<file path="src/common/ccm_task_pkg.sv">
// Purpose: constants and carrier types for the cipher task register block
// Assumes: apb slave, 32-bit data, byte addresses
// Notes: datapath timing is modelled by simple cycle counts
package ccm_task_pkg;
  localparam logic [31:0] BASE_ADDR = 32'h4000f000;
  localparam logic [11:0] OFS_TASK_KS = 12'h000;
  localparam logic [11:0] OFS_TASK_CIPHER = 12'h004;
  localparam logic [11:0] OFS_TASK_HALT = 12'h008;
  localparam logic [11:0] OFS_TASK_RATE = 12'h00c;
  localparam logic [11:0] OFS_EV_KS = 12'h100;
  localparam logic [11:0] OFS_EV_CIPHER = 12'h104;
  localparam logic [11:0] OFS_EV_FAULT = 12'h108;
  localparam logic [11:0] OFS_LINKS = 12'h200;
  localparam logic [11:0] OFS_INT_SET = 12'h304;
  localparam logic [11:0] OFS_INT_CLR = 12'h308;
  localparam logic [11:0] OFS_TAG = 12'h400;
  localparam logic [11:0] OFS_ENABLE = 12'h500;
  localparam logic [11:0] OFS_MODE = 12'h504;
  localparam logic [11:0] OFS_CNF_PTR = 12'h508;
  localparam logic [11:0] OFS_SRC_PTR = 12'h50c;
  localparam logic [11:0] OFS_DST_PTR = 12'h510;
  localparam logic [11:0] OFS_TMP_PTR = 12'h514;
  localparam logic [11:0] OFS_EXT_LEN = 12'h518;
  localparam logic [11:0] OFS_RATE_VAL = 12'h51c;
  localparam logic [11:0] OFS_STATUS = 12'h520; // own status: one-hot engine state, bit 0 set when idle
  // field positions
  localparam int MODE_SPEED_BIT = 16;
  localparam int MODE_LEN_BIT = 24;
  localparam int INT_KS_BIT = 0;
  localparam int INT_CIPHER_BIT = 1;
  localparam int INT_FAULT_BIT = 2;
  // reset values and timing counts
  localparam logic [31:0] RESET_WORD = 32'h00000000;
  localparam logic [7:0] KS_DEFAULT_LEN = 8'h1b;
  localparam logic [7:0] CIPHER_CYCLES = 8'h20;
  typedef enum logic [2:0] {
    ST_IDLE = 3'b001,
    ST_KEYSTREAM = 3'b010,
    ST_CIPHER = 3'b100
  } op_state_t;
  typedef struct packed {
    logic psel;
    logic penable;
    logic pwrite;
    logic [31:0] paddr;
    logic [31:0] pwdata;
  } apb_req_t;
  typedef struct packed {
    logic pready;
    logic pslverr;
    logic [31:0] prdata;
  } apb_rsp_t;
  typedef struct packed {
    logic [31:0] addr;
    logic valid;
  } dma_req_t;
endpackage : ccm_task_pkg

</file>
<file path="src/rtl/ccm_task_regs.sv">
// Function
// (RULE1) registers decode at base 0x4000F000 plus listed offsets
// (RULE2) keystream task starts generation, which ends by itself
// (RULE3) writing 1 to cipher task starts cipher, ends by itself
// (RULE4) rate task copies substitute value into mode speed field
// (RULE5) extended length mode takes keystream length from its register
// (RULE6) key and nonce fetched from config structure pointer
// (RULE7) temporary area pointer addresses working storage
// (RULE8) halt aborts cipher; event flags read 1, cleared by writing 0
// (RULE9) link bit lets keystream done start cipher automatically
// (RULE10) dma stops accessing ram after done events
// (RULE11) ram contention during cipher raises fault event
// (RULE12) interrupt set writes 1 enable, 0 no effect, read shows enables
// Purpose: task, event and register interface of a ccm packet cipher
// Assumes: apb slave, one clock, datapath abstracted to counted steps
// Notes: dma address output models the pointer being accessed
//
// Decided for this implementation: the APB slave port.
`timescale 1ns/100ps
`default_nettype none
module ccm_task_regs
  import ccm_task_pkg::*;
(
  // clock, reset, enable
  input wire logic CLK_I,
  input wire logic RST_N_I,
  input wire logic CE_I,
  // apb
  input wire ccm_task_pkg::apb_req_t APB_I,
  output ccm_task_pkg::apb_rsp_t APB_O,
  // dma side
  input wire logic DMA_CONFLICT_I,
  output ccm_task_pkg::dma_req_t DMA_O,
  // interrupt
  output logic IRQ_O
);
  import ccm_task_pkg::*;

  typedef struct packed {
    op_state_t st;
    logic [7:0] cnt;
    logic [1:0] phase;
    logic ev_ks;
    logic ev_cipher;
    logic ev_fault;
    logic link;
    logic [2:0] inten;
    logic enable;
    logic [31:0] mode;
    logic [31:0] cnf_ptr;
    logic [31:0] src_ptr;
    logic [31:0] dst_ptr;
    logic [31:0] tmp_ptr;
    logic [7:0] ext_len;
    logic [31:0] rate_val;
    logic tag_ok;
    apb_rsp_t rsp;
    dma_req_t dma;
    logic irq;
  } state_t;

  state_t s_r;
  state_t s_nxt;
  logic wr;
  logic rd;
  logic hit;
  logic [11:0] ofs;
  logic wbit;
  // hardware event pulses of this cycle; a clear write must not swallow them
  logic [2:0] ev_set;

  // access decode, base match required
  // (RULE1) base address decode
  assign ofs = APB_I.paddr[11:0];
  assign hit = (APB_I.paddr[31:12] == BASE_ADDR[31:12]);
  assign wr = APB_I.psel && APB_I.penable && APB_I.pwrite && !s_r.rsp.pready;
  assign rd = APB_I.psel && APB_I.penable && !APB_I.pwrite && !s_r.rsp.pready;
  assign wbit = APB_I.pwdata[0];

  // next-state logic: bus, tasks, engine, events
  always_comb
  begin
    s_nxt = s_r;
    s_nxt.rsp.pready = 1'b0;
    s_nxt.rsp.pslverr = 1'b0;
    s_nxt.rsp.prdata = RESET_WORD;
    ev_set = 3'b000;
    // engine progress
    unique case (s_r.st)
      ST_IDLE:
      begin
        s_nxt.dma.valid = 1'b0;
      end
      ST_KEYSTREAM:
      begin
        // (RULE6) key fetch from config pointer
        s_nxt.dma.valid = 1'b1;
        s_nxt.dma.addr = (s_r.phase == 2'd0) ? s_r.cnf_ptr : s_r.tmp_ptr;
        s_nxt.phase = 2'd1;
        if (s_r.cnt == 8'h00)
        begin
          // (RULE2) ends by itself
          s_nxt.ev_ks = 1'b1;
          ev_set[INT_KS_BIT] = 1'b1;
          s_nxt.st = ST_IDLE;
          s_nxt.dma.valid = 1'b0;
          // (RULE9) link to cipher
          if (s_r.link)
          begin
            s_nxt.st = ST_CIPHER;
            s_nxt.cnt = CIPHER_CYCLES;
            s_nxt.phase = 2'd0;
          end
        end
        else
        begin
          s_nxt.cnt = s_r.cnt - 8'h01;
        end
      end
      ST_CIPHER:
      begin
        // (RULE7) working storage via temp pointer
        s_nxt.dma.valid = 1'b1;
        unique case (s_r.phase)
          2'd0: s_nxt.dma.addr = s_r.src_ptr;
          2'd1: s_nxt.dma.addr = s_r.tmp_ptr;
          default: s_nxt.dma.addr = s_r.dst_ptr;
        endcase
        s_nxt.phase = (s_r.phase == 2'd2) ? 2'd0 : s_r.phase + 2'd1;
        // (RULE11) contention fault
        if (DMA_CONFLICT_I)
        begin
          s_nxt.ev_fault = 1'b1;
          ev_set[INT_FAULT_BIT] = 1'b1;
        end
        if (s_r.cnt == 8'h00)
        begin
          // (RULE3) cipher ends by itself
          s_nxt.ev_cipher = 1'b1;
          ev_set[INT_CIPHER_BIT] = 1'b1;
          s_nxt.tag_ok = !s_r.ev_fault && !DMA_CONFLICT_I;
          s_nxt.st = ST_IDLE;
          // (RULE10) dma released at done
          s_nxt.dma.valid = 1'b0;
        end
        else
        begin
          s_nxt.cnt = s_r.cnt - 8'h01;
        end
      end
      default:
      begin
        s_nxt.st = ST_IDLE;
      end
    endcase
    // register writes
    if (wr)
    begin
      s_nxt.rsp.pready = 1'b1;
      if (!hit)
      begin
        s_nxt.rsp.pslverr = 1'b1;
      end
      else
      begin
        unique case (ofs)
          OFS_TASK_KS:
          begin
            if (wbit && s_r.enable)
            begin
              // (RULE5) extended length selection
              s_nxt.st = ST_KEYSTREAM;
              s_nxt.phase = 2'd0;
              s_nxt.cnt = s_r.mode[MODE_LEN_BIT] ? s_r.ext_len : KS_DEFAULT_LEN;
            end
          end
          OFS_TASK_CIPHER:
          begin
            if (wbit && s_r.enable)
            begin
              // (RULE3) start cipher
              s_nxt.st = ST_CIPHER;
              s_nxt.phase = 2'd0;
              s_nxt.cnt = CIPHER_CYCLES;
            end
          end
          OFS_TASK_HALT:
          begin
            if (wbit)
            begin
              // (RULE8) abort, no done event
              s_nxt.st = ST_IDLE;
              s_nxt.dma.valid = 1'b0;
            end
          end
          OFS_TASK_RATE:
          begin
            if (wbit && s_r.st == ST_CIPHER)
            begin
              // (RULE4) speed field substitution
              s_nxt.mode[MODE_SPEED_BIT] = s_r.rate_val[0];
            end
          end
          // (RULE8) events cleared by writing 0, a same-cycle set wins
          // writing 1 keeps the flag; only a 0 with no new event clears it
          OFS_EV_KS: s_nxt.ev_ks = ev_set[INT_KS_BIT] | (s_r.ev_ks & wbit);
          OFS_EV_CIPHER: s_nxt.ev_cipher = ev_set[INT_CIPHER_BIT] | (s_r.ev_cipher & wbit);
          OFS_EV_FAULT: s_nxt.ev_fault = ev_set[INT_FAULT_BIT] | (s_r.ev_fault & wbit);
          OFS_LINKS: s_nxt.link = wbit;
          // (RULE12) set and clear of enables
          OFS_INT_SET: s_nxt.inten = s_r.inten | APB_I.pwdata[2:0];
          OFS_INT_CLR: s_nxt.inten = s_r.inten & ~APB_I.pwdata[2:0];
          OFS_ENABLE: s_nxt.enable = wbit;
          OFS_MODE: s_nxt.mode = APB_I.pwdata;
          OFS_CNF_PTR: s_nxt.cnf_ptr = APB_I.pwdata;
          OFS_SRC_PTR: s_nxt.src_ptr = APB_I.pwdata;
          OFS_DST_PTR: s_nxt.dst_ptr = APB_I.pwdata;
          OFS_TMP_PTR: s_nxt.tmp_ptr = APB_I.pwdata;
          OFS_EXT_LEN: s_nxt.ext_len = APB_I.pwdata[7:0];
          OFS_RATE_VAL: s_nxt.rate_val = APB_I.pwdata;
          default: s_nxt.rsp.pslverr = 1'b1;
        endcase
      end
    end
    // register reads
    if (rd)
    begin
      s_nxt.rsp.pready = 1'b1;
      if (!hit)
      begin
        s_nxt.rsp.pslverr = 1'b1;
      end
      else
      begin
        unique case (ofs)
          OFS_TASK_KS, OFS_TASK_CIPHER, OFS_TASK_HALT, OFS_TASK_RATE:
            s_nxt.rsp.prdata = RESET_WORD;
          OFS_EV_KS: s_nxt.rsp.prdata = {31'h0, s_r.ev_ks};
          OFS_EV_CIPHER: s_nxt.rsp.prdata = {31'h0, s_r.ev_cipher};
          OFS_EV_FAULT: s_nxt.rsp.prdata = {31'h0, s_r.ev_fault};
          OFS_LINKS: s_nxt.rsp.prdata = {31'h0, s_r.link};
          OFS_INT_SET, OFS_INT_CLR: s_nxt.rsp.prdata = {29'h0, s_r.inten};
          OFS_TAG: s_nxt.rsp.prdata = {31'h0, s_r.tag_ok};
          OFS_ENABLE: s_nxt.rsp.prdata = {31'h0, s_r.enable};
          OFS_MODE: s_nxt.rsp.prdata = s_r.mode;
          OFS_CNF_PTR: s_nxt.rsp.prdata = s_r.cnf_ptr;
          OFS_SRC_PTR: s_nxt.rsp.prdata = s_r.src_ptr;
          OFS_DST_PTR: s_nxt.rsp.prdata = s_r.dst_ptr;
          OFS_TMP_PTR: s_nxt.rsp.prdata = s_r.tmp_ptr;
          OFS_EXT_LEN: s_nxt.rsp.prdata = {24'h0, s_r.ext_len};
          OFS_RATE_VAL: s_nxt.rsp.prdata = s_r.rate_val;
          OFS_STATUS: s_nxt.rsp.prdata = {29'h0, s_r.st};
          default: s_nxt.rsp.pslverr = 1'b1;
        endcase
      end
    end
    // interrupt level from the settled flags
    s_nxt.irq = |({s_nxt.ev_fault, s_nxt.ev_cipher, s_nxt.ev_ks} & s_nxt.inten);
  end

  // state register; ce low freezes everything except the synchronous reset
  always_ff @(posedge CLK_I)
  begin
    if (!RST_N_I)
    begin
      s_r <= '0;
      s_r.st <= ST_IDLE;
    end
    else if (CE_I)
    begin
      s_r <= s_nxt;
    end
  end

  assign APB_O = s_r.rsp;
  assign DMA_O = s_r.dma;
  assign IRQ_O = s_r.irq;

  // checks: engine sequencing
  // (RULE2) keystream stops alone
  a_ks_done_idle: assert property (@(posedge CLK_I) disable iff (!RST_N_I) // (RULE2)
    ($rose(s_r.ev_ks) && !s_r.link) |-> s_r.st == ST_IDLE)
    else $error("keystream did not stop");
  // (RULE9) link chains cipher
  a_link_start: assert property (@(posedge CLK_I) disable iff (!RST_N_I) // (RULE9)
    ($rose(s_r.ev_ks) && $past(s_r.link) && $past(s_r.st) == ST_KEYSTREAM
     && $past(CE_I)) |-> s_r.st == ST_CIPHER)
    else $error("link did not start cipher");
  // (RULE3) cipher task starts
  a_cipher_start: assert property (@(posedge CLK_I) disable iff (!RST_N_I) // (RULE3)
    (CE_I && wr && hit && ofs == OFS_TASK_CIPHER && wbit && s_r.enable)
    |=> s_r.st == ST_CIPHER)
    else $error("cipher task ignored");
  // (RULE8) halt aborts engine
  a_halt_idle: assert property (@(posedge CLK_I) disable iff (!RST_N_I) // (RULE8)
    (CE_I && wr && hit && ofs == OFS_TASK_HALT && wbit) |=> s_r.st == ST_IDLE)
    else $error("halt did not abort");
  // (RULE5) extended length load
  a_ext_len: assert property (@(posedge CLK_I) disable iff (!RST_N_I) // (RULE5)
    (CE_I && wr && hit && ofs == OFS_TASK_KS && wbit && s_r.enable && s_r.mode[MODE_LEN_BIT])
    |=> s_r.cnt == $past(s_r.ext_len))
    else $error("extended length not loaded");
  // (RULE4) speed field substitution
  a_rate_apply: assert property (@(posedge CLK_I) disable iff (!RST_N_I) // (RULE4)
    (CE_I && wr && hit && ofs == OFS_TASK_RATE && wbit && s_r.st == ST_CIPHER)
    |=> s_r.mode[MODE_SPEED_BIT] == $past(s_r.rate_val[0]))
    else $error("rate substitute not applied");

  // checks: dma traffic
  // (RULE10) dma quiet when idle
  a_dma_quiet: assert property (@(posedge CLK_I) disable iff (!RST_N_I) // (RULE10)
    (s_r.st == ST_IDLE && $past(s_r.st) == ST_IDLE) |-> !s_r.dma.valid)
    else $error("dma active while idle");
  // (RULE11) contention raises fault
  a_fault_set: assert property (@(posedge CLK_I) disable iff (!RST_N_I) // (RULE11)
    (CE_I && s_r.st == ST_CIPHER && DMA_CONFLICT_I) |=> s_r.ev_fault)
    else $error("fault not raised");
  // (RULE6) key fetch address
  a_key_fetch: assert property (@(posedge CLK_I) disable iff (!RST_N_I) // (RULE6)
    ($past(s_r.st) == ST_KEYSTREAM && $past(s_r.phase) == 2'd0 && $past(CE_I)
     && s_r.st == ST_KEYSTREAM) |-> s_r.dma.addr == $past(s_r.cnf_ptr))
    else $error("key not fetched from config pointer");
  // (RULE7) scratch area access
  a_tmp_access: assert property (@(posedge CLK_I) disable iff (!RST_N_I) // (RULE7)
    ($past(s_r.st) == ST_CIPHER && $past(s_r.phase) == 2'd1 && $past(CE_I)
     && s_r.st == ST_CIPHER) |-> s_r.dma.addr == $past(s_r.tmp_ptr))
    else $error("temp area not accessed");

  // checks: events and interrupt
  // (RULE8) keystream flag stays until cleared
  a_event_hold: assert property (@(posedge CLK_I) disable iff (!RST_N_I) // (RULE8)
    (s_r.ev_ks && !(CE_I && wr && hit && ofs == OFS_EV_KS && !wbit)) |=> s_r.ev_ks)
    else $error("keystream event lost");
  // (RULE12) set write keeps enables
  a_inten_keep: assert property (@(posedge CLK_I) disable iff (!RST_N_I) // (RULE12)
    (CE_I && wr && hit && ofs == OFS_INT_SET) |=> (s_r.inten & $past(s_r.inten))
    == $past(s_r.inten))
    else $error("set write cleared an enable");
  // (RULE12) enabled event drives irq
  a_irq_level: assert property (@(posedge CLK_I) disable iff (!RST_N_I) // (RULE12)
    (s_r.ev_cipher && s_r.inten[INT_CIPHER_BIT]) |-> s_r.irq)
    else $error("irq low with enabled event");

  // main scenarios reached
  c_link_chain: cover property (@(posedge CLK_I) $rose(s_r.ev_cipher) && s_r.link);
  c_ks_done: cover property (@(posedge CLK_I) $rose(s_r.ev_ks));
  c_cipher_done: cover property (@(posedge CLK_I) $rose(s_r.ev_cipher));
  c_fault: cover property (@(posedge CLK_I) $rose(s_r.ev_fault));
  c_irq: cover property (@(posedge CLK_I) $rose(s_r.irq));
endmodule : ccm_task_regs
`default_nettype wire

</file>
<file path="config.mk">
export PLATFORM = sky130hd
export DESIGN_NAME = ccm_task_regs
export DESIGN_NICKNAME = d
export VERILOG_FILES = /design/src/common/ccm_task_pkg.sv /design/src/rtl/ccm_task_regs.sv
export SDC_FILE = /design/constraint.sdc
export NUM_CORES = 1
export LEC_CHECK = 0
export BUFFER_PORTS_ARGS = -buffer_cell sky130_fd_sc_hd__buf_4
export CAP_MARGIN = 20
export CORE_MARGIN = 10
export CORE_UTILIZATION = 54
export CTS_CLUSTER_DIAMETER = 30
export DETAILED_ROUTE_END_ITERATION = 8
export GPL_ROUTABILITY_DRIVEN = 1
export PLACE_DENSITY_LB_ADDON = 0.05
export SLEW_MARGIN = 10
export SYNTH_ARGS = -nofsm -noshare
export SYNTH_HDL_FRONTEND = slang
export SYNTH_SLANG_ARGS = --single-unit
</file>
<file path="constraint.sdc">
create_clock -name CLK_I -period 2.7 [get_ports CLK_I]
set_input_delay 0.27 -clock CLK_I [delete_from_list [all_inputs] [get_ports CLK_I]]
set_output_delay 0.27 -clock CLK_I [all_outputs]
set_load 0.01 [all_outputs]
</file>
==> metrics.csv <==
metric,value,unit
run status,"finished, final reports clean",
initial antenna violation count,0,
die area,33700,um2
I/O Buffers,138,
Rows,59,
root buffer cell,clkbuf_16,
Net Switching,2.66,mW
Clock transition at path regs,50,ps
TritonCTS clock tree,done,
Post-Syn Instances,1748,
core area,26200,um2
min Tclk post-route,2510,ps
Num CTS Buffers,57,
Final ANT Viol Nets,0,
R2R Setup Slk,190,ps
Slew @ Worst Pin,1040,ps
DR iter-0 viols,1597,
sequential power share,35.3,%
Max H-tree Level,2,
"Slew Viols, Final",0,
Unique masters post-synth,73,
Synthesized Nets,1820,
die height,184,um
cts hold-fix bufs,18,
Synth Register Bits,290,
most frequent cells in the layout,"nand2_1 (420), dfxtp_1 (289), buf_4 (216)",
"Arr. time, crit path",2920,ps
Clk pwr share,61.1,%
Avg WL per Cell,22.0,um
"EDFF count, synth",0,
sequential share of the synthesized area,40.2,%
Critical Path Start,s_r[279],
Critical R2R Launch,s_r[279],
final WL,49000,um
Ports,139,
Min-Delay Path Class,in2reg,
overflow left after global routing,0,
max_cap viols,0,
drt pass-1 iters,6,
CP endpoint kind,flip-flop,
maximum vdd drop,524,uV
leakage power,6.81,nW
Final Setup Violations,0,
ant diodes,0,
first-pass GRT wire length,75700,um
largest net degree at the start of global routing,113,
Tot GR Track Use,27.9,%
Residual DRC,0,
fmax,399,MHz
NumNets Final,1916,
YS warnings,0,
number of gates resized after CTS,0,
CTS sink count,290,
count of final hold-check violations,0,
post-synthesis async set-or-reset flop share,0,%
DR vias,13855,
worst flop-to-flop path endpoint,s_r[282],
routability congestion estimate,0.888,
combinational power share,3.5,%
Mapped Area,14500,um2
Initial Util,55.2,%
"Core Util, Final",68.6,%
post-place setup slack,-101,ps
pwr dens,678,nW/um2
setup slack after layout,191,ps
"commonest non-fill, non-tap cell in the layout",nand2_1,
vias per inst,6.22,
HP Start,APB_I[28],
proportion of layout cells with a drive suffix above 1,20.5,%
Clock Latency Late Sink,570,ps
crit share post-route,92.9,%
crit path to,s_r[282],
RSZ-0062 raised after global routing,false,
Die Width,184,um
Area Overhead vs Synth,24.4,%
Main synth FF type,dfxtp_1,
max_slew headroom,30.4,%
Post-Route Skew,26.7,ps
Worst Path Max Fanout,5,
CP Class,reg2reg,
Int Pwr,9.54,mW
switch share,21.8,%
Total Power,12.2,mW
Detail Placement HPWL,30800,um
Worst EP required,3110,ps
Post-CTS Setup Bufs,0,
Max Root-Sink Buffers,3,
number of global-route vias before repair,13327,
Avg Inst Size Synth,8.27,um2
worst reg2reg path depth,7,
TNS Setup,0,ps
Fillers,2134,
CP Launch Type,flip-flop,
==> power groups by stage <==
stage                     Combinational [mW]  Clock [mW]  Sequential (mW)
after floorplan                        0.198           0             4.39
after global placement                 0.398           0             4.40
after detailed placement               0.401           0             4.40
after CTS                              0.423        7.50             4.31
after global routing                   0.460        7.73             4.31
final                                  0.431        7.45             4.31
==> state kept, by name (all words and copies together) (netlist names) <==
signal,count
IRQ_O,1
s_r,222
DMA_O,33
APB_O,34
==> worst min path at each step <==
stage                    end  slack (ps)  cells after the start
global route         s_r[82]           2                      3
finish               s_r[97]          10                      3
global placement     s_r[75]         440                      2
detailed placement   s_r[70]         440                      2
CTS                  s_r[97]         0.8                      3
floorplan           s_r[112]         410                      2
==> final cells by class <==
type / count / area [um2] / share of cell area (%)
Clock buffer: 67 / 1540 / 8.59
Sequential cell: 290 / 5810 / 32.3
Multi-Input combinational cell: 1237 / 7570 / 42.1
Clock inverter: 40 / 515 / 2.87
Inverter: 9 / 33.8 / 0.188
Tap cell: 335 / 419 / 2.33
Timing Repair Buffer: 249 / 2090 / 11.6
==> synthesized netlist by cell type (7+ instances only) <==
| library cell | instances | share of area (%) |
|---|---|---|
| a211oi_1 | 40 | 2.1 |
| a21boi_0 | 92 | 4.8 |
| a21boi_1 | 92 | 4.8 |
| a21boi_2 | 10 | 0.78 |
| a21oi_1 | 37 | 1.3 |
| a221oi_1 | 8 | 0.48 |
| a222oi_1 | 16 | 1.1 |
| a22o_1 | 43 | 2.6 |
| a22oi_1 | 90 | 4.7 |
| buf_2 | 19 | 0.66 |
| buf_4 | 67 | 3.5 |
| clkbuf_1 | 117 | 3.0 |
| dfxtp_1 | 290 | 40 |
| inv_1 | 9 | 0.23 |
| mux2i_1 | 50 | 3.5 |
| nand2_1 | 420 | 11 |
| nand2_2 | 10 | 0.43 |
| nand3_1 | 62 | 2.1 |
| nand4_1 | 9 | 0.39 |
| nor2_1 | 54 | 1.4 |
| nor2b_1 | 35 | 1.5 |
| nor3_1 | 9 | 0.31 |
| nor4_1 | 11 | 0.48 |
| o211a_1 | 17 | 1.2 |
| o211ai_1 | 7 | 0.36 |
| o21ai_0 | 26 | 0.90 |
| o31ai_1 | 7 | 0.36 |
==> stage by stage <==
| stage | hold slack (ps) | instance area (um2) | instances |
|---|---|---|---|
| floorplan | 409 | 14500 | 1748 |
| global route | 2.36 | 18000 | 2227 |
| detailed placement | 442 | 15700 | 2102 |
| global placement | 438 | 15700 | 2102 |
| CTS | 0.820 | 18000 | 2227 |
| finish | 9.92 | 18000 | 2227 |
==> worst max-delay path, stage by stage (launching register included) <==
cell	delay, ps
dfxtp_1	310
inv_1	90
ha_1	200
or4b_2	690
or4_1	560
a22o_1	240
a32oi_1	190
o21ai_0	100
==> logic make-up after synthesis <==
group,share of synthesized area (%)
and+or+nand+nor,21.0
AOI/OAI and AO/OA,27.2
DFF,40.2
buffers and inverters,7.90
muxes,3.54
xor gates and xnor gates,0.121
adders and majority gates,0.0865
==> routing by layer <==
layer | global-route usage, % | vias to the layer above | wire, um
li1 | - | 6376 | -
met1 | 35.8 | 6719 | 20100
met2 | 46.8 | 679 | 23500
met3 | 4.60 | 81 | 4200
met4 | 8.79 | 0 | 1070
met5 | 0 | - | 0
Power figures use the tool's default switching activity.
